<file path="src/ims_pkg.sv">
/*
 * Constants, state codes and a decode helper for the I2C multimaster engine.
 * Assumes a 40 MHz system clock. Every cycle count is derived from that rate.
 */
package ims_pkg;

    // System clock rate and top bit rate of each bus mode, in kHz.
    localparam int CLK_RATE_KHZ = 40000;
    localparam int STD_MAX_KHZ  = 100;
    localparam int FAST_MAX_KHZ = 400;

    // Half an SCL period at the top rate of each mode, rounded up so the rate is never exceeded.
    localparam int STD_HALF_CYC  = (CLK_RATE_KHZ + 2 * STD_MAX_KHZ - 1) / (2 * STD_MAX_KHZ);
    localparam int FAST_HALF_CYC = (CLK_RATE_KHZ + 2 * FAST_MAX_KHZ - 1) / (2 * FAST_MAX_KHZ);
    localparam logic [9:0] STD_HALF  = 10'(STD_HALF_CYC);
    localparam logic [9:0] FAST_HALF = 10'(FAST_HALF_CYC);

    // Bit counter marks: rising edges seen in the current byte.
    localparam logic [3:0] BIT_ZERO      = 4'h0;
    localparam logic [3:0] FIRST_BIT     = 4'h1;
    localparam logic [3:0] LAST_DATA_BIT = 4'h8;
    localparam logic [3:0] ACK_SLOT      = 4'h9;

    // Address patterns.
    localparam logic [4:0] TEN_BIT_HEADER    = 5'h1e;
    localparam logic [7:0] GENERAL_CALL_ADDR = 8'h00;

    // Values after reset.
    localparam logic [7:0] BYTE_RST      = 8'h00;
    localparam logic [9:0] DIV_RST       = 10'h000;
    localparam logic [1:0] STEP_RST      = 2'h0;
    localparam logic       GPIO_MODE_RST = 1'h1;

    // Engine states, one-hot.
    typedef enum logic [5:0] {
        ST_IDLE   = 6'h01,
        ST_ADDR   = 6'h02,
        ST_DATA   = 6'h04,
        ST_HOLD   = 6'h08,
        ST_MSTART = 6'h10,
        ST_MSTOP  = 6'h20
    } ims_state_t;

    // True when a byte carries the 10-bit header with our two upper address bits.
    function automatic logic ims_header_hit(input logic [7:0] b, input logic [9:0] own);
        return (b[7:3] == TEN_BIT_HEADER) && (b[2:1] == own[9:8]);
    endfunction

endpackage

</file>
<file path="src/ims_engine.sv">
/*
 * I2C multimaster bus interface: slave address match, slave receive and transmit,
 * stop and misplaced start/stop detection, simple master start, byte and stop sequencing.
 * Assumes open-drain pins resolved outside, software strobes one cycle wide, one clock.
 */
`timescale 1ns/1ps

// Functional notes
// - After reset and outside own transfers the block is a slave, indicator clear.
// - Generating a START enters master mode; lost arbitration or own STOP returns to slave.
// - Master drives SCL; START and STOP only on software request bits.
// - Slave matches own 7-bit or 10-bit address; general call only when enabled.
// - Bytes are eight bits, MSB first; address is first byte, or two in 10-bit.
// - A ninth clock carries the acknowledge from receiver to transmitter.
// - Acknowledge is driven only while acknowledge enable is set.
// - Software selects standard or fast bus speed.
// - Transmitting, SCL is held low before each byte until the data write.
// - Receiving, SCL is held low after each byte until the data read.
// - SCL rate comes from a divider set by the frequency bits and speed mode.
// - Disabled, pins return to port use; enabled, both lines are open-drain.
// - After START the slave shifts in the address byte and compares it.
// - 10-bit write header with upper bits matching is acknowledged if enabled.
// - Unmatched address: ignore the transfer until the next START.
// - On match: acknowledge, set event and address flags, hold SCL until status one read.
// - 10-bit slave stays receiver until repeated START with read header.
// - Slave receiver: ack, set byte-done flags, hold until status one then data read.
// - Slave transmitter: hold until status one then data write; flags on master ack.
// - A STOP seen while addressed as slave sets event and stop flags until status two is read.
// - START or STOP mid-byte sets bus error; STOP releases, START awaits address.
// - A received non-acknowledge sets event and acknowledge-failure flags.
// - Address event flags clear on a status one read.
module ims_engine
    import ims_pkg::*;
(
    // Clock, reset and clock enable.
    input  wire logic       ref_clk,
    input  wire logic       sys_rst,
    input  wire logic       clkEn,
    // Configuration bits.
    input  wire logic       enable,
    input  wire logic       ackEnable,
    input  wire logic       generalCallEnable,
    input  wire logic       interruptEnableBit,
    input  wire logic       fastMode,
    input  wire logic       tenBitMode,
    input  wire logic [5:0] frequencySelectBits,
    input  wire logic [9:0] ownAddress,
    // Software requests and register access strobes.
    input  wire logic       startRequest,
    input  wire logic       stopRequest,
    input  wire logic       statusRegisterOneRead,
    input  wire logic       statusRegisterTwoRead,
    input  wire logic       byteBufferRead,
    input  wire logic       byteBufferWrite,
    input  wire logic [7:0] byteBufferIn,
    // Status and received data.
    output logic [7:0]      byteBufferOut,
    output logic            eventFlag,
    output logic            addressMatchedFlag,
    output logic            byteTransferFinishedFlag,
    output logic            stopDetectedFlag,
    output logic            busErrorFlag,
    output logic            ackFailureFlag,
    output logic            startSentFlag,
    output logic            arbitrationLostFlag,
    output logic            masterSlaveIndicator,
    output logic            transmitterMode,
    output logic            busBusy,
    output logic            interruptRequest,
    // Bus pins, open drain, and port mode select.
    input  wire logic       busDataPinIn,
    output logic            busDataPinOut,
    output logic            busDataPinOe,
    input  wire logic       busClockPinIn,
    output logic            busClockPinOut,
    output logic            busClockPinOe,
    output logic            portGpioMode
);

    // Synchroniser stages and previous samples.
    logic       sclMeta;
    logic       sclSync;
    logic       sclPrev;
    logic       sdaMeta;
    logic       sdaSync;
    logic       sdaPrev;
    // Engine state.
    ims_state_t state;
    logic [3:0] bitCnt;
    logic [7:0] shiftReg;
    logic [7:0] txData;
    logic [9:0] divCnt;
    logic [1:0] stopStep;
    logic       sdaDrive;
    logic       holdActive;
    logic       masterSclLow;
    logic       addrByte2;
    logic       tenMatched;
    logic       addressed;
    logic       masterAddr;
    logic       dirBit;
    logic       sr1Seen;
    logic       waitRd;
    logic       waitWr;
    logic       pendFull;
    logic       pendHdr;
    logic       pendDir;
    // One-cycle event pulses toward the flag logic.
    logic       evAdsl;
    logic       evBtf;
    logic       evStopf;
    logic       evBerr;
    logic       evAf;
    logic       evSb;
    logic       evArlo;
    logic       evRel;
    // Combinational decode.
    logic       sclRise;
    logic       sclFall;
    logic       startDet;
    logic       stopDet;
    logic       midByte;
    logic       divRun;
    logic       divTick;
    logic       relNow;
    logic       gcHit;
    logic       hdrHit;
    logic       addrFull;
    logic       addrHdrW;
    logic       addrDir;
    logic       anyFlag;
    logic [9:0] halfCyc;
    logic [7:0] wrByte;

    // Three flip-flops per line; edges are judged only on the second stage and its successor.
    always_ff @(posedge ref_clk) begin
        if (sys_rst) begin
            {sclMeta, sclSync, sclPrev} <= 3'h7;
            {sdaMeta, sdaSync, sdaPrev} <= 3'h7;
        end else if (clkEn) begin
            sclMeta <= busClockPinIn;
            sclSync <= sclMeta;
            sclPrev <= sclSync;
            sdaMeta <= busDataPinIn;
            sdaSync <= sdaMeta;
            sdaPrev <= sdaSync;
        end
    end

    // Bus conditions, divider control, hold release and address compare.
    always_comb begin
        sclRise  = sclSync & ~sclPrev;
        sclFall  = ~sclSync & sclPrev;
        startDet = sclSync & sclPrev & sdaPrev & ~sdaSync;
        stopDet  = sclSync & sclPrev & ~sdaPrev & sdaSync;
        // A proper STOP or repeated START comes in the high phase of the first rise, so that one is legal.
        midByte  = ((state == ST_ADDR) || (state == ST_DATA)) && (bitCnt > FIRST_BIT) && (bitCnt != ACK_SLOT);
        // Fast mode steps by one cycle, standard by four, so both span their whole range.
        halfCyc  = fastMode ? FAST_HALF + {4'h0, frequencySelectBits}
                            : STD_HALF + {2'h0, frequencySelectBits, 2'h0};
        // While SCL is released but held low by another device, the divider waits.
        divRun   = (state == ST_MSTART) || ((state == ST_MSTOP) && ((stopStep == STEP_RST) || sclSync))
                 || (masterSlaveIndicator && (state == ST_DATA) && (masterSclLow || sclSync));
        divTick  = divRun && (divCnt == DIV_RST);
        wrByte   = byteBufferWrite ? byteBufferIn : txData;
        relNow   = (state == ST_HOLD) && (sr1Seen || statusRegisterOneRead)
                 && (!waitRd || byteBufferRead) && (!waitWr || byteBufferWrite);
        gcHit    = generalCallEnable && !addrByte2 && (shiftReg == GENERAL_CALL_ADDR);
        hdrHit   = ims_header_hit(shiftReg, ownAddress);
        addrHdrW = tenBitMode && !addrByte2 && hdrHit && !shiftReg[0];
        if (!tenBitMode) begin
            addrFull = gcHit || (shiftReg[7:1] == ownAddress[6:0]);
        end else if (addrByte2) begin
            addrFull = (shiftReg == ownAddress[7:0]);
        end else begin
            addrFull = gcHit || (hdrHit && shiftReg[0] && tenMatched);
        end
        addrDir  = shiftReg[0] && !gcHit && !addrByte2;
        anyFlag  = addressMatchedFlag | byteTransferFinishedFlag | stopDetectedFlag | busErrorFlag
                 | ackFailureFlag | startSentFlag | arbitrationLostFlag;
    end

    // SCL half-period counter, reloaded whenever it is not running.
    always_ff @(posedge ref_clk) begin
        if (sys_rst) begin
            divCnt <= DIV_RST;
        end else if (clkEn) begin
            divCnt <= (!divRun || divTick) ? halfCyc - 10'h001 : divCnt - 10'h001;
        end
    end

    // Transmit byte as last written by software.
    always_ff @(posedge ref_clk) begin
        if (sys_rst) begin
            txData <= BYTE_RST;
        end else if (clkEn && byteBufferWrite) begin
            txData <= byteBufferIn;
        end
    end

    // Bus busy between any START and the following STOP.
    always_ff @(posedge ref_clk) begin
        if (sys_rst || (clkEn && !enable)) begin
            busBusy <= 1'h0;
        end else if (clkEn) begin
            if (startDet) begin
                busBusy <= 1'h1;
            end else if (stopDet) begin
                busBusy <= 1'h0;
            end
        end
    end

    // Byte engine: one sequencer for slave and master, driven by the synchronised SCL edges.
    always_ff @(posedge ref_clk) begin
        if (sys_rst || (clkEn && !enable)) begin
            state <= ST_IDLE;
            bitCnt <= BIT_ZERO;
            shiftReg <= BYTE_RST;
            byteBufferOut <= BYTE_RST;
            stopStep <= STEP_RST;
            {masterSlaveIndicator, transmitterMode, sdaDrive, holdActive, masterSclLow} <= 5'h00;
            {addrByte2, tenMatched, addressed, masterAddr, dirBit} <= 5'h00;
            {sr1Seen, waitRd, waitWr, pendFull, pendHdr, pendDir} <= 6'h00;
            {evAdsl, evBtf, evStopf, evBerr, evAf, evSb, evArlo, evRel} <= 8'h00;
        end else if (clkEn) begin
            {evAdsl, evBtf, evStopf, evBerr, evAf, evSb, evArlo, evRel} <= 8'h00;
            if (statusRegisterOneRead) begin
                sr1Seen <= 1'h1;
            end
            if (stopDet && (state != ST_MSTOP)) begin
                evBerr <= midByte;
                evStopf <= addressed && !masterSlaveIndicator;
                state <= ST_IDLE;
                bitCnt <= BIT_ZERO;
                {masterSlaveIndicator, sdaDrive, holdActive, masterSclLow, addressed, tenMatched} <= 6'h00;
            end else if (startDet && (state != ST_MSTART) && (state != ST_MSTOP)) begin
                evBerr <= midByte;
                state <= ST_ADDR;
                bitCnt <= BIT_ZERO;
                {masterSlaveIndicator, transmitterMode, sdaDrive, holdActive, masterSclLow, addrByte2} <= 6'h00;
            end else begin
                case (state)
                    ST_IDLE: begin
                        if (startRequest && !busBusy) begin
                            state <= ST_MSTART;
                            sdaDrive <= 1'h1;
                        end
                    end
                    ST_MSTART: begin
                        // SDA has been low for half a period with SCL high; now pull SCL low.
                        if (divTick) begin
                            masterSclLow <= 1'h1;
                            masterSlaveIndicator <= 1'h1;
                            transmitterMode <= 1'h1;
                            masterAddr <= 1'h1;
                            evSb <= 1'h1;
                            state <= ST_HOLD;
                            {sr1Seen, waitRd, waitWr} <= 3'h1;
                        end
                    end
                    ST_MSTOP: begin
                        if (divTick && (stopStep == STEP_RST)) begin
                            masterSclLow <= 1'h0;
                            stopStep <= 2'h1;
                        end else if (divTick && (stopStep == 2'h1)) begin
                            sdaDrive <= 1'h0;
                            stopStep <= 2'h2;
                        end
                        if (stopDet) begin
                            state <= ST_IDLE;
                            masterSlaveIndicator <= 1'h0;
                            stopStep <= STEP_RST;
                        end
                    end
                    ST_HOLD: begin
                        holdActive <= 1'h1;
                        if (masterSlaveIndicator && stopRequest) begin
                            state <= ST_MSTOP;
                            sdaDrive <= 1'h1;
                            holdActive <= 1'h0;
                            stopStep <= STEP_RST;
                        end else if (relNow) begin
                            state <= ST_DATA;
                            holdActive <= 1'h0;
                            bitCnt <= BIT_ZERO;
                            evRel <= 1'h1;
                            if (transmitterMode) begin
                                shiftReg <= wrByte;
                                sdaDrive <= ~wrByte[7];
                            end
                            if (masterAddr) begin
                                dirBit <= wrByte[0];
                            end
                        end
                    end
                    ST_ADDR, ST_DATA: begin
                        if (divTick) begin
                            masterSclLow <= ~masterSclLow;
                        end
                        if (sclRise && (bitCnt != ACK_SLOT)) begin
                            bitCnt <= bitCnt + 4'h1;
                            if (bitCnt != LAST_DATA_BIT) begin
                                shiftReg <= {shiftReg[6:0], sdaSync};
                                // Sending a one while the line reads zero: another master won.
                                if (masterSlaveIndicator && transmitterMode && !sdaDrive && !sdaSync) begin
                                    evArlo <= 1'h1;
                                    masterSlaveIndicator <= 1'h0;
                                    masterSclLow <= 1'h0;
                                    state <= ST_IDLE;
                                end
                            end else if (transmitterMode) begin
                                if (sdaSync) begin
                                    evAf <= 1'h1;
                                    if (!masterSlaveIndicator) begin
                                        state <= ST_IDLE;
                                        sdaDrive <= 1'h0;
                                    end
                                end else if (!masterAddr) begin
                                    evBtf <= 1'h1;
                                end
                            end
                        end
                        if (sclFall) begin
                            if (bitCnt == LAST_DATA_BIT) begin
                                if (transmitterMode) begin
                                    sdaDrive <= 1'h0;
                                end else if (state == ST_ADDR) begin
                                    pendFull <= addrFull;
                                    pendHdr <= addrHdrW;
                                    pendDir <= addrDir;
                                    byteBufferOut <= shiftReg;
                                    sdaDrive <= ackEnable && (addrFull || addrHdrW);
                                end else begin
                                    byteBufferOut <= shiftReg;
                                    sdaDrive <= ackEnable;
                                end
                            end else if (bitCnt == ACK_SLOT) begin
                                bitCnt <= BIT_ZERO;
                                if (!transmitterMode) begin
                                    sdaDrive <= 1'h0;
                                end
                                if (state == ST_ADDR) begin
                                    if (pendFull) begin
                                        state <= ST_HOLD;
                                        evAdsl <= 1'h1;
                                        addressed <= 1'h1;
                                        transmitterMode <= pendDir;
                                        tenMatched <= tenMatched | (tenBitMode && addrByte2);
                                        {sr1Seen, waitRd, waitWr} <= {2'h0, pendDir};
                                    end else if (pendHdr) begin
                                        addrByte2 <= 1'h1;
                                    end else begin
                                        state <= ST_IDLE;
                                        addressed <= 1'h0;
                                        tenMatched <= 1'h0;
                                    end
                                end else begin
                                    state <= ST_HOLD;
                                    sr1Seen <= 1'h0;
                                    if (masterAddr) begin
                                        evBtf <= 1'h1;
                                        masterAddr <= 1'h0;
                                        transmitterMode <= ~dirBit;
                                        {waitRd, waitWr} <= {1'h0, ~dirBit};
                                    end else begin
                                        evBtf <= ~transmitterMode;
                                        {waitRd, waitWr} <= {~transmitterMode, transmitterMode};
                                    end
                                end
                            end else if (transmitterMode && (bitCnt != BIT_ZERO)) begin
                                sdaDrive <= ~shiftReg[7];
                            end
                        end
                    end
                    default: begin
                        state <= ST_IDLE;
                    end
                endcase
            end
        end
    end

    // Sticky flags; each set is written after its clear so a coincident event wins.
    always_ff @(posedge ref_clk) begin
        if (sys_rst) begin
            {addressMatchedFlag, byteTransferFinishedFlag, stopDetectedFlag, busErrorFlag} <= 4'h0;
            {ackFailureFlag, startSentFlag, arbitrationLostFlag, eventFlag, interruptRequest} <= 5'h00;
        end else if (clkEn) begin
            if (statusRegisterOneRead) begin
                {addressMatchedFlag, ackFailureFlag, busErrorFlag} <= 3'h0;
            end
            if (statusRegisterTwoRead) begin
                {stopDetectedFlag, arbitrationLostFlag} <= 2'h0;
            end
            if (evRel) begin
                {byteTransferFinishedFlag, startSentFlag} <= 2'h0;
            end
            if (evAdsl) addressMatchedFlag <= 1'h1;
            if (evBtf) byteTransferFinishedFlag <= 1'h1;
            if (evStopf) stopDetectedFlag <= 1'h1;
            if (evBerr) busErrorFlag <= 1'h1;
            if (evAf) ackFailureFlag <= 1'h1;
            if (evSb) startSentFlag <= 1'h1;
            if (evArlo) arbitrationLostFlag <= 1'h1;
            eventFlag <= anyFlag;
            interruptRequest <= interruptEnableBit & anyFlag;
        end
    end

    // Pin drivers; the wires only ever get pulled low, the pull-ups do the rest.
    always_ff @(posedge ref_clk) begin
        if (sys_rst) begin
            {busDataPinOe, busClockPinOe, busDataPinOut, busClockPinOut} <= 4'h0;
            portGpioMode <= GPIO_MODE_RST;
        end else if (clkEn) begin
            busDataPinOe <= enable & sdaDrive;
            busClockPinOe <= enable & (holdActive | masterSclLow);
            portGpioMode <= ~enable;
        end
    end

endmodule

</file>
<file path="config.mk">
export PLATFORM = sky130hd
export DESIGN_NAME = ims_engine
export DESIGN_NICKNAME = d
export VERILOG_FILES = /design/src/ims_pkg.sv /design/src/ims_engine.sv
export SDC_FILE = /design/constraint.sdc
export NUM_CORES = 1
export LEC_CHECK = 0
export BUFFER_PORTS_ARGS = -buffer_cell sky130_fd_sc_hd__buf_4
export CORE_ASPECT_RATIO = 0.75
export CORE_MARGIN = 3
export CORE_UTILIZATION = 30
export DETAILED_ROUTE_END_ITERATION = 16
export GPL_TIMING_DRIVEN = 1
export PLACE_DENSITY = 0.51
export SLEW_MARGIN = 20
export SYNTH_ARGS = -nofsm -noshare
export SYNTH_HDL_FRONTEND = slang
export SYNTH_SLANG_ARGS = --single-unit
</file>
<file path="constraint.sdc">
create_clock -name ref_clk -period 3.5 [get_ports ref_clk]
set_clock_uncertainty 0.05 [all_clocks]
set_input_delay 0.7 -clock ref_clk [delete_from_list [all_inputs] [get_ports ref_clk]]
set_output_delay 0.7 -clock ref_clk [all_outputs]
set_load 0.03 [all_outputs]
</file>
Word level (Yosys, flattened, before mapping). Cells that the tools add are included. Widths: inputs -> output; s select.

$add $sub $neg: 5. $lt $le $gt $ge: 1. Equal/unequal tests: 53. Muxes and demuxes: 200. Bitwise gates (word level): 31. Reduce and logical (&&, ||, !) cells: 114.

Operators with widths (count): $mux 1 (150); $mux 6 (19); $mux 8 (6); $reduce_bool 2->1 (20); $logic_and 1x1->1 (36); $ne 4x4->1 const B (9); $reduce_and 9->1 (4); $mux 4 (8); $pmux 6 s5 (1); $reduce_and 7->1 (4); $ne 2x2->1 const B (13); $reduce_and 8->1 (3); $reduce_and 2->1 (9); $ne 4x2->1 const B (4); $pmux 8 s2 (1); $logic_or 1x1->1 (13); $not 1->1 (13); $ne 3x3->1 const B (4); $logic_not 1->1 (11); $and 1x1->1 (10); $logic_not 10->1 (1); $mux 10 (1); $ne 5x2->1 const B (2); $sub 10x1->10 const B (1); other kinds (40) (61).

Register bits after elaboration: 89. Output and inout port bits: 25. Logic and storage cells: 454.

Logic depth before layout (Yosys ltp). Gate-level depths: netlist of run 1.

Depth in word-level cells: 16. Mapped depth: 12. Depth with buffers taken out: 9.

Least setup slack after synthesis of run 1. OpenSTA, ideal clock, no wires.

Path kind: reg2reg. Start point: reg state[2]. End point: reg divCnt[6]. Library setup time: 121 ps. Arrival: 2699 ps. Required time: 3329 ps. Setup slack: 630 ps. Stages on the path, launching flop included: 13. Path through: dfxtp_1 -> buf_6 -> or3b_1 -> or3_1 -> buf_6 -> a21o_4 -> clkbuf_1 -> a32oi_1 -> ha_1 -> nor4bb_1 -> o21ai_0 -> nand3_1 -> o21ai_0.

Word-level cells in the longest chain between the ends: 7. Elaborated cells on any way between the ends: 12. Those cells by class: eq/ne: 3; mux: 1; reduce/logical: 8.

RTL lines: from (decl) (line ims_engine.sv:88) `ims_state_t state;`; from (signal assigned) (line ims_engine.sv:217) `state <= ST_IDLE;`; from (signal assigned) (line ims_engine.sv:234) `state <= ST_IDLE;`; from (signal assigned) (line ims_engine.sv:239) `state <= ST_ADDR;`; $eq 6x6->1 / $eq 6x3->1 (equally long branches) (line ims_engine.sv:162, ims_engine.sv:163); $logic_and 1x1->1 (on tied branches) (line ims_engine.sv:162, ims_engine.sv:163); $logic_or 1x1->1 / $logic_and 1x1->1 (equally long branches) (line ims_engine.sv:162, ims_engine.sv:163); $logic_or 1x1->1 (*) (line ims_engine.sv:163) `|| (masterSlaveIndicator && (state == ST_DATA) && (masterSclLow || sclSync));`; $logic_not 1->1 / $logic_and 1x1->1 (equally long branches) (line ims_engine.sv:188, ims_engine.sv:164); $logic_or 1x1->1 (*) (line ims_engine.sv:188) `divCnt <= (!divRun || divTick) ? halfCyc - 10'h001 : divCnt - 10'h001;`; $mux 10 (*) (line ims_engine.sv:188); to (signal assigned) (line ims_engine.sv:188); to (decl) (line ims_engine.sv:92) `logic [9:0] divCnt;`.

Mark *: on every way between the ends. The rest lies on a longest branch, timed or not. A chain may end at the register's enable or synchronous reset.

Worst setup path in the final report of run 1. Same ends and word-level chain as after synthesis.

==> results by group, run 1 <==
Outcome
  – Status: completed

Die
  – I/O pins: 66
  – Die H: approximately 120 um
  – CORE AREA: 16,900 um^2
  – Row cnt: 41
  – Die W: approximately 160 um
  – Die area: 19,000 um^2
  – Initial core utilization: 30.8%

Place
  – HPWL reported at the end of detailed placement: about 12,000 um
  – GP Congestion: approximately 0.95
  – Post-DP Area: approximately 6000 um^2
  – IO Port Bufs: 63

Global routing
  – GRT Residual Overflow: 0
  – Initial antenna violation count: 0
  – First-pass GRT wire length: 26,200 um
  – Vias in the first global route: 4,755
  – Largest net degree at the start of global routing: 58
  – Met1 Usage GRT: 26.5%
  – Met3 GRT Util: 5.55%
  – Global route hottest layer: met1
  – GRT met2 Usage: a little under a quarter
  – GRT Util Overall: 17.5%

Clock tree
  – Clk root buf: clkbuf_16
  – CTS tree: yes
  – CTS Sinks: between 80 and 90
  – # resized after CTS: 0
  – CTS HTree Levels: 3
  – Worst-Skew Late Latency: 0.36 ns
  – Setup bufs post-CTS: 0
  – Max clock buf depth: 2
  – Total CTS buffers: 9
  – CTS clk-pin slew, worst paths: 0.07 ns
  – CTS Hold Bufs: 0

Min path
  – Hold path depth: 2
  – Min-delay worst type: register to register

Worst setup path
  – Critical path required time: 3.69 ns
  – Arr. time, crit path: 3.39 ns
  – Crit Path Max Fanout: 15
  – Crit path capture type: register
  – R2R cell count: 9
  – CP Launch Type: register
  – Critical path class: register to register

Finish
  – Antenna Cells: 0
  – Fin area: between 6000 and 7000 um^2
  – Layout cells sized above 1: 16.6%
  – Area Overhead vs Synth: 19.7%
  – Nets@finish: 768

Power and ir drop
  – Peak supply drop: 0.236 mV
  – Pleak: about 2.3 nW
  – Cell Pwr Density: 402 nW/um^2

Drt
  – DR iter-0 viols: ~420
  – TritonRoute pass-1 iters: 5
  – Wire per inst: 17.4 um
  – Routed WL: 16,400 um
  – DRC violations left: 0
  – Vias per Instance: 5.50
  – Antenna viol nets, final: 0
  – DR vias: 5,180

Synth
  – Yosys cell types: 78
  – Seq/Total Area, Yosys: 34.2%
  – #FFs+latches synth: 89
  – Syn Inst Count: approximately 670
  – Mapped cell area: 5210 um^2
  – Ys async rst share: 0%
  – Syn_area_per_cell: 7.74 um^2
  – Top FF cell, synth: dfxtp_1
  – Ys Warns: 0
  – Post-synth EDFFs: 0

STA
  – Final slew viol count: 0
  – Fin. Hold Viols: 0
  – Post-route setup TNS: 0 ns
  – Crit path time final: 3.20 ns
  – Setup-failing EPs final: 0
  – Worst-margin pin slew: 0.816 ns
  – Max Freq: 312 MHz
  – Final period util: 91.4%
  – RSZ-0062 raised after global routing: false
  – Relative slew margins: 45.6%

Job
  – Max Cap Viol: 0
metal layers:
metal,part of all wire (%),up-vias
met5,0,-
met4,1.4,0
met3,7.3,21
met2,41,171
met1,51,2450
li1,-,2538
kinds of logic after synthesis:
logic type	after synthesis	synth area share (%)
flops	89	34.2
buf+inv	64	5.26
other cells	1	0.0720
compound gates	182	23.5
fa+ha+maj	5	1.20
mux	25	5.07
xor+xnor	25	4.20
simple gates	282	26.5
metrics by stage:
step	utilization [%]	worst slack, ns	std cells	total power (W)	hold slack (ns)
3_3_place_gp	34.9	0.441	926	0.00144	0.374
2_1_floorplan	-	0.630	674	0.00131	0.362
5_1_grt	36.8	0.100	942	0.00261	0.426
6_report	36.8	0.300	942	0.00250	0.387
4_1_cts	36.8	0.299	942	0.00254	0.388
3_5_place_dp	34.9	0.308	926	0.00145	0.375
Yosys cell counts (3+ instances only):
master    number  area share [%]
a211o_1       12             2.0
a211oi_1       7             1.0
a21o_1         5            0.72
a21oi_1       61             5.9
a22oi_1       13             1.9
a311oi_1       4            0.67
a31oi_1        9             1.1
a32oi_1        5            0.84
and2_1         5            0.60
and3_1         5            0.60
buf_1          4            0.29
buf_2          3            0.29
buf_6          3            0.65
clkbuf_1      34             2.4
dfxtp_1       89              34
ha_1           5             1.2
inv_1         18             1.3
mux2_2         4            0.86
mux2i_1       19             3.7
nand2_1       84             6.1
nand2b_1       8            0.96
nand3_1       32             3.1
nand4_1        8            0.96
nor2_1        73             5.3
nor2b_1        6            0.72
nor3_1        19             1.8
nor3b_1        4            0.58
nor4_1        12             1.4
o211ai_1       4            0.58
o21a_1         5            0.72
o21ai_0       21             2.0
o21ai_1        3            0.29
o221ai_1       4            0.67
o311a_1        3            0.58
or3_1          4            0.48
xnor2_1       18             3.0
xor2_1         7             1.2
layout make-up:
type / count / area [um^2]
fillers: 1763 / 10700
clock inverters: 7 / 101
well taps: 215 / 269
multi-input cells: 521 / 3170
flip-flops and latches: 89 / 1780
clock buffers: 9 / 225
inverters: 18 / 67.6
repair buffers: 83 / 623
where the power goes:
group / internal, W / total [W] / switching, W
combinational: 0.000149 / 0.000360 / 0.000211
clock: 0.000634 / 0.00108 / 0.000443
sequential: 0.00104 / 0.00107 / 0.0000292
registers in the layout (all words and copies together) (netlist names), 2 cells and up:
register / flops
stopStep: 2
shiftReg: 8
state: 6
bitCnt: 4
byteBufferOut: 8
divCnt: 10
txData: 8
cells in the final DEF, fill, tap and decap left out, drive strengths merged, types with 5 or more instances in the layout:
cell    synthesis  layout
dfxtp          89      89
nand2          84      84
buf            12      83
nor2           75      75
a21oi          63      63
nand3          32      32
o21ai          25      25
inv            18      21
mux2i          20      20
nor3           19      19
xnor2          18      18
a22oi          13      13
nor4           13      13
a211o          12      12
a31oi           9       9
clkbuf         34       9
nand2b          8       8
nand4           8       8
a211oi          7       7
xor2            7       7
nor2b           6       6
and2            6       6
a21o            6       6
a32oi           5       5
and3            5       5
o21a            5       5
ha              5       5
or3             5       5
mux2            5       5
final timing paths:
check	end	startpoint	slack [ns]
max	divCnt[6]	state[2]	0.30
min	divCnt[9]	divCnt[9]	0.39
max reg2reg	divCnt[6]	state[2]	0.30
min reg2reg	divCnt[9]	divCnt[9]	0.39
worst max-delay path, stage by stage, from the launching register on:
cell      delay, ns
dfxtp_1        0.49
or3b_1         0.45
or3_1          0.49
a21o_4         0.33
a32oi_1        0.26
ha_1           0.34
nor4bb_1       0.33
o21ai_0        0.13
nand3_1        0.13
o21ai_0        0.09
No activity file was read; power rests on OpenSTA's default activity.
==> run 2, diff against run 1 <==
Settings changed: PLACE_DENSITY 0.51 to 0.5.
==> run 2 against run 1 <==
- final cell count fell by 0.32%
- hold slack worse by 0.00070 ns
- clock power is 6% lower
- critical path depth unchanged
- critical endpoint unchanged
==> results by group, run 2 (synthesized netlist as in run 1, its figures left out) <==
Worst setup path
  – Critical path required time: 3.69 ns (about the same)
  – Crit path buf inv count: 0 (unchanged)
  – RR Startpoint: state[2] (unchanged)
  – CP Launch Type: register (unchanged)
  – Arr. time, crit path: 3.36 ns (was 3.39 ns)
  – Critical path class: register to register (unchanged)
  – Highest-delay cell along the critical path: dfxtp_1 (unchanged)
  – Crit Path Max Fanout: 15 (unchanged)
  – R2R cell count: 9 (unchanged)
  – Most frequent CP cell: o21ai_0 (unchanged)
  – Capture point of the worst reg-to-reg path: divCnt[6] (unchanged)
  – Flop2flop setup slack: 0.33 ns (was 0.30 ns)
  – Crit path capture type: register (unchanged)
  – Slowest Stage Delay on Critical Path: 0.51 ns (was 0.49 ns)
  – Crit-path cells: or3b_1, or3_1, a21o_4, a32oi_1, ha_1, nor4bb_1, o21ai_0, nand3_1, o21ai_0 (unchanged)
  – Critical path origin: state[2] (unchanged)
  – Worst path top cell family by delay: simple AND/OR/NAND/NOR gates (unchanged)

Clock tree
  – Total CTS buffers: 9 (unchanged)
  – CTS clk-pin slew, worst paths: 0.07 ns (about the same)
  – Worst-Skew Late Latency: 0.35 ns (was 0.36 ns)
  – # resized after CTS: 0 (unchanged)
  – CTS HTree Levels: 3 (unchanged)
  – CTS Hold Bufs: 0 (unchanged)
  – Max clock buf depth: 2 (unchanged)
  – Setup bufs post-CTS: 0 (unchanged)
  – Clk root buf: clkbuf_16 (unchanged)
  – CTS Sinks: 89 (unchanged)
  – CTS tree: yes (unchanged)

Place
  – Placed cell count: 923 (was 926)
  – IO Port Bufs: 63 (unchanged)
  – HPWL reported at the end of detailed placement: 12,000 um (was 12,300 um)
  – GP Congestion: 0.902 (was 0.946)

STA
  – Final slew viol count: 0 (unchanged)
  – Post-route setup TNS: 0 ns (unchanged)
  – RSZ-0062 raised after global routing: false (unchanged)
  – Final period util: 90.7% (was 91.4%)
  – Relative slew margins: 53.0% (was 45.6%)
  – Fin. Hold Viols: 0 (unchanged)
  – Worst-margin pin slew: 0.702 ns (was 0.816 ns)
  – Crit path time final: 3.17 ns (was 3.20 ns)
  – Setup-failing EPs final: 0 (unchanged)
  – Max Freq: 315 MHz (was 312 MHz)

Drt
  – DRC violations left: 0 (unchanged)
  – Antenna viol nets, final: 0 (unchanged)
  – Wire per inst: 17.0 um (was 17.4 um)
  – Vias per Instance: 5.42 (was 5.50)
  – TritonRoute pass-1 iters: 5 (unchanged)
  – DR vias: 5,094 (was 5,180)
  – Routed WL: 16,000 um (was 16,400 um)
  – DR iter-0 viols: 423 (was 416)

Job
  – Max Cap Viol: 0 (unchanged)

Outcome
  – Status: completed (unchanged)

Finish
  – Layout cells sized above 1: 16.3% (was 16.6%)
  – Finished Layout Cells: 939 (was 942)
  – Top reg by flops: divCnt (unchanged)
  – Most frequent cells in the layout: 89 x dfxtp_1, 84 x nand2_1, 80 x buf_4, 73 x nor2_1, 61 x a21oi_1 (was 89 x dfxtp_1, 84 x nand2_1, 83 x buf_4, 73 x nor2_1, 61 x a21oi_1)
  – Layout filler cell count: 1,771 (was 1,763)
  – Max reg flops: 10 (unchanged)
  – Antenna Cells: 0 (unchanged)
  – Nets@finish: 765 (was 768)
  – Reg area: 1780 um^2 (unchanged)
  – Multi-input gate area: 3170 um^2 (unchanged)
  – Most common cell after layout, fill and taps aside: dfxtp_1 (unchanged)
  – Area Overhead vs Synth: 19.0% (was 19.7%)

Power and ir drop
  – Peak supply drop: 0.186 mV (was 0.236 mV)
  – Cell Pwr Density: 394 nW/um^2 (was 402 nW/um^2)
  – Pleak: 2.33 nW (was 2.35 nW)

Min path
  – Hold path depth: 2 (unchanged)
  – Min-delay worst type: register to register (unchanged)
  – Hold endpoint: divCnt[9] (unchanged)
  – HP Start: divCnt[9] (unchanged)

Global routing
  – Initial antenna violation count: 0 (unchanged)
  – GRT Util Overall: 17.0% (was 17.5%)
  – Vias in the first global route: 4,687 (was 4,755)
  – GRT Residual Overflow: 0 (unchanged)
  – First-pass GRT wire length: 25,700 um (was 26,200 um)
  – Largest net degree at the start of global routing: 59 (was 58)

Die
  – CORE AREA: 16,900 um^2 (unchanged)
  – Die W: 158 um (unchanged)
  – Die area: 19,000 um^2 (unchanged)
  – I/O pins: 66 (unchanged)
  – Die H: 120 um (unchanged)
  – Initial core utilization: 30.8% (unchanged)
  – Row cnt: 41 (unchanged)
-- run 2: cell types whose count changed in the layout (fill, tap and decap cells not counted) --
cell,change
buf_4,-3
clkinv_4,+2
clkinv_2,-1
bufinv_16,-1
inv_8,+1
inv_6,-1
-- run 2: worst max-delay path by stage --
stage,end,slack (ns),cells after the start
finish,divCnt[6],0.33,9
global placement,divCnt[6],0.40,9
floorplan,divCnt[6],0.63,12
CTS,divCnt[6],0.37,9
detailed placement,divCnt[6],0.38,9
global route,divCnt[6],0.13,9
-- run 2: final cells by class --
cell class	count	share of cell area, %
repair buffers	80	9.69
clock inverters	7	1.39
multi-input cells	521	51.1
clock buffers	9	3.63
well taps	215	4.34
inverters	18	1.09
flip-flops and latches	89	28.7
-- run 2: per-stage QoR --
step / worst slack [ns] / power, W / area [um^2] / hold WS (ns) / utilization, %
after floorplan: 0.630 / 0.00131 / 5210 / 0.362 / -
after global placement: 0.399 / 0.00144 / 5890 / 0.374 / 34.8
after detailed placement: 0.384 / 0.00144 / 5890 / 0.379 / 34.8
after CTS: 0.371 / 0.00247 / 6200 / 0.389 / 36.6
after global routing: 0.128 / 0.00255 / 6200 / 0.429 / 36.6
final: 0.325 / 0.00244 / 6200 / 0.387 / 36.6
-- run 2: where the power goes --
| part | internal (W) | switching (W) |
|---|---|---|
| logic | 0.000148 | 0.000208 |
| clock network | 0.000569 | 0.000451 |
| registers | 0.00104 | 0.0000302 |
-- run 2: metal layers --
layer  track usage (%)  vias to the layer above  wire (um)
met5                 0                        -          0
met4              3.92                        0        167
met3              4.15                       13       1100
met2              23.9                      154       6570
met1              25.9                     2391       8140
li1                  -                     2536          -
-- run 2: tightest hold or removal path, cell delays in order (launching register included) --
cell and delay [ns]:
dfxtp_1 0.32, nand2_1 0.05, a21oi_1 0.03
==> run 3, diff against run 2 <==
Clock period 3.5 ns to 3.34 ns, I/O delays scaled along.
==> run 3 against run 2 <==
- sequential power grew 5%
- clock-buffer cell count grew 1
- register-to-register slack lost 0.06 ns
- non-clock buffer count grew 6
- critical path type unchanged
- sequential share of layout area shrank 0.22 points
==> results by group, run 3 (synthesized netlist as in run 1, its figures left out) <==
Clock tree
  – CTS clk-pin slew, worst paths: 0.07 ns (about the same)
  – Worst-Skew Late Latency: 0.35 ns (about the same)
  – Setup bufs post-CTS: 0 (unchanged)
  – CTS tree: yes (unchanged)
  – CTS Sinks: 89 (unchanged)
  – CTS Hold Bufs: 0 (unchanged)
  – Total CTS buffers: 9 (unchanged)
  – CTS HTree Levels: 3 (unchanged)
  – Clk root buf: clkbuf_16 (unchanged)
  – # resized after CTS: 0 (unchanged)
  – Max clock buf depth: 2 (unchanged)

Worst setup path
  – Arr. time, crit path: 3.27 ns (was 3.36 ns)
  – Critical path class: register to register (unchanged)
  – Critical path required time: 3.53 ns (was 3.69 ns)
  – CP Launch Type: register (unchanged)
  – Slowest Stage Delay on Critical Path: 0.49 ns (was 0.51 ns)
  – RR Startpoint: state[2] (unchanged)
  – Crit Path Max Fanout: 15 (unchanged)
  – R2R cell count: 9 (unchanged)
  – Crit-path cells: or3b_1, or3_1, a21o_4, a32oi_1, ha_1, nor4bb_1, o21ai_0, nand3_1, o21ai_0 (unchanged)
  – Capture point of the worst reg-to-reg path: divCnt[6] (unchanged)
  – Crit path capture type: register (unchanged)
  – Highest-delay cell along the critical path: dfxtp_1 (unchanged)
  – Flop2flop setup slack: 0.26 ns (was 0.33 ns)
  – Most frequent CP cell: o21ai_0 (unchanged)

Finish
  – Layout filler cell count: 1,787 (was 1,771)
  – Nets@finish: 771 (was 765)
  – Most common cell after layout, fill and taps aside: dfxtp_1 (unchanged)
  – Top reg by flops: divCnt (unchanged)
  – Antenna Cells: 0 (unchanged)
  – Area Overhead vs Synth: 19.9% (was 19.0%)
  – Layout cells sized above 1: 17.0% (was 16.3%)
  – Max reg flops: 10 (unchanged)
  – Most frequent cells in the layout: 89 x dfxtp_1, 86 x buf_4, 84 x nand2_1, 73 x nor2_1, 61 x a21oi_1 (was 89 x dfxtp_1, 84 x nand2_1, 80 x buf_4, 73 x nor2_1, 61 x a21oi_1)
  – Finished Layout Cells: 945 (was 939)

Job
  – Max Cap Viol: 0 (unchanged)

Power and ir drop
  – Sw Share: 28.1% (was 28.2%)
  – Pleak: 2.35 nW (was 2.33 nW)
  – Part of the power in the clock network: 42.0% (was 41.7%)
  – Internal power: 0.00186 W (was 0.00175 W)
  – Sw power: 0.000724 W (was 0.000689 W)
  – Comb power frac: 14.6% (about the same)
  – Flop pwr share: 43.3% (was 43.7%)
  – Cell Pwr Density: 413 nW/um^2 (was 394 nW/um^2)
  – Peak supply drop: 0.221 mV (was 0.186 mV)

Drt
  – DRC violations left: 0 (unchanged)
  – Antenna viol nets, final: 0 (unchanged)
  – Wire per inst: 17.5 um (was 17.0 um)
  – DR vias: 5,197 (was 5,094)
  – Vias per Instance: 5.50 (was 5.42)
  – Routed WL: 16,600 um (was 16,000 um)
  – TritonRoute pass-1 iters: 5 (unchanged)
  – DR iter-0 viols: 362 (was 423)

Global routing
  – Initial antenna violation count: 0 (unchanged)
  – GRT Util Overall: 17.8% (was 17.0%)
  – Largest net degree at the start of global routing: 35 (was 59)
  – GRT Residual Overflow: 0 (unchanged)
  – Vias in the first global route: 4,882 (was 4,687)
  – First-pass GRT wire length: 26,800 um (was 25,700 um)

STA
  – Relative slew margins: 49.8% (was 53.0%)
  – Final period util: 92.1% (was 90.7%)
  – Final slew viol count: 0 (unchanged)
  – Post-route setup TNS: 0 ns (unchanged)
  – Max Freq: 325 MHz (was 315 MHz)
  – Fin. Hold Viols: 0 (unchanged)
  – Crit path time final: 3.08 ns (was 3.17 ns)
  – Worst-margin pin slew: 0.746 ns (was 0.702 ns)
  – Setup-failing EPs final: 0 (unchanged)
  – RSZ-0062 raised after global routing: false (unchanged)

Min path
  – Min-delay worst type: register to register (unchanged)
  – Hold path depth: 2 (unchanged)
  – Hold endpoint: divCnt[9] (unchanged)
  – HP Start: divCnt[9] (unchanged)

Die
  – Die W: 158 um (unchanged)
  – I/O pins: 66 (unchanged)
  – Initial core utilization: 30.8% (unchanged)
  – Die area: 19,000 um^2 (unchanged)
  – Die H: 120 um (unchanged)
  – Row cnt: 41 (unchanged)
  – CORE AREA: 16,900 um^2 (unchanged)

Place
  – Placed cell count: 929 (was 923)
  – IO Port Bufs: 63 (unchanged)
  – HPWL reported at the end of detailed placement: 12,600 um (was 12,000 um)
  – GP Congestion: 0.910 (was 0.902)

Outcome
  – Status: completed (unchanged)
==> run 3: changes by cell type in the layout (fill, tap and decap cells not counted) <==
cell / delta
clkbuf_8: +1
buf_4: +6
inv_8: -1
==> run 3: cell type report <==
type                       instances  area [um^2]  area share [%]
tap                              215          269            4.31
clock inverter                     6         75.1            1.20
sequential                        89         1780            28.5
inverter                          18         67.6            1.08
timing repair buffer              86          646            10.3
multi-input combinational        521         3170            50.7
clock buffer                      10          239            3.83
==> run 3: power groups by stage <==
stage	combinational [W]	sequential (W)	clock, W
final	0.000378	0.00112	0.00108
after global routing	0.000418	0.00112	0.00116
after CTS	0.000376	0.00112	0.00112
after detailed placement	0.000374	0.00114	0
after global placement	0.000373	0.00114	0
after floorplan	0.000237	0.00114	0
==> run 3: worst max path at each step <==
stage / from / end / slack [ns] / depth (start not counted)
global route: state[2] / divCnt[6] / 0.11 / 9
CTS: state[2] / divCnt[6] / 0.29 / 9
finish: state[2] / divCnt[6] / 0.26 / 9
detailed placement: state[2] / divCnt[6] / 0.30 / 9
floorplan: state[2] / divCnt[6] / 0.47 / 12
global placement: state[2] / divCnt[6] / 0.38 / 9
==> run 3: routing by layer <==
layer  GRT usage [%]  wire (um)  vias to the layer above  share of wire (%)
li1                -          -                     2541                  -
met1            27.8       8580                     2479                 52
met4            4.41        206                        0                1.2
met3            3.86        914                       14                5.5
met2            24.5       6860                      163                 41
met5               0          0                        -                  0
==> run 3: worst max-delay path: cells and delay by family (launching register included) <==
family / cells / cell delay (ns)
adders and majority gates: 1 / 0.35
DFF: 1 / 0.49
and+or+nand+nor: 4 / 1.30
AOI/OAI and AO/OA: 4 / 0.78
==> run 3: metrics by stage <==
step	power (W)	utilization, %	hold WS [ns]	setup WS, ns	instance area (um^2)
detailed placement	0.00152	35.0	0.380	0.302	5930
CTS	0.00261	36.9	0.389	0.291	6250
finish	0.00258	36.9	0.388	0.265	6250
global route	0.00270	36.9	0.422	0.111	6250
floorplan	0.00137	-	0.362	0.470	5210
global placement	0.00151	35.0	0.381	0.384	5930
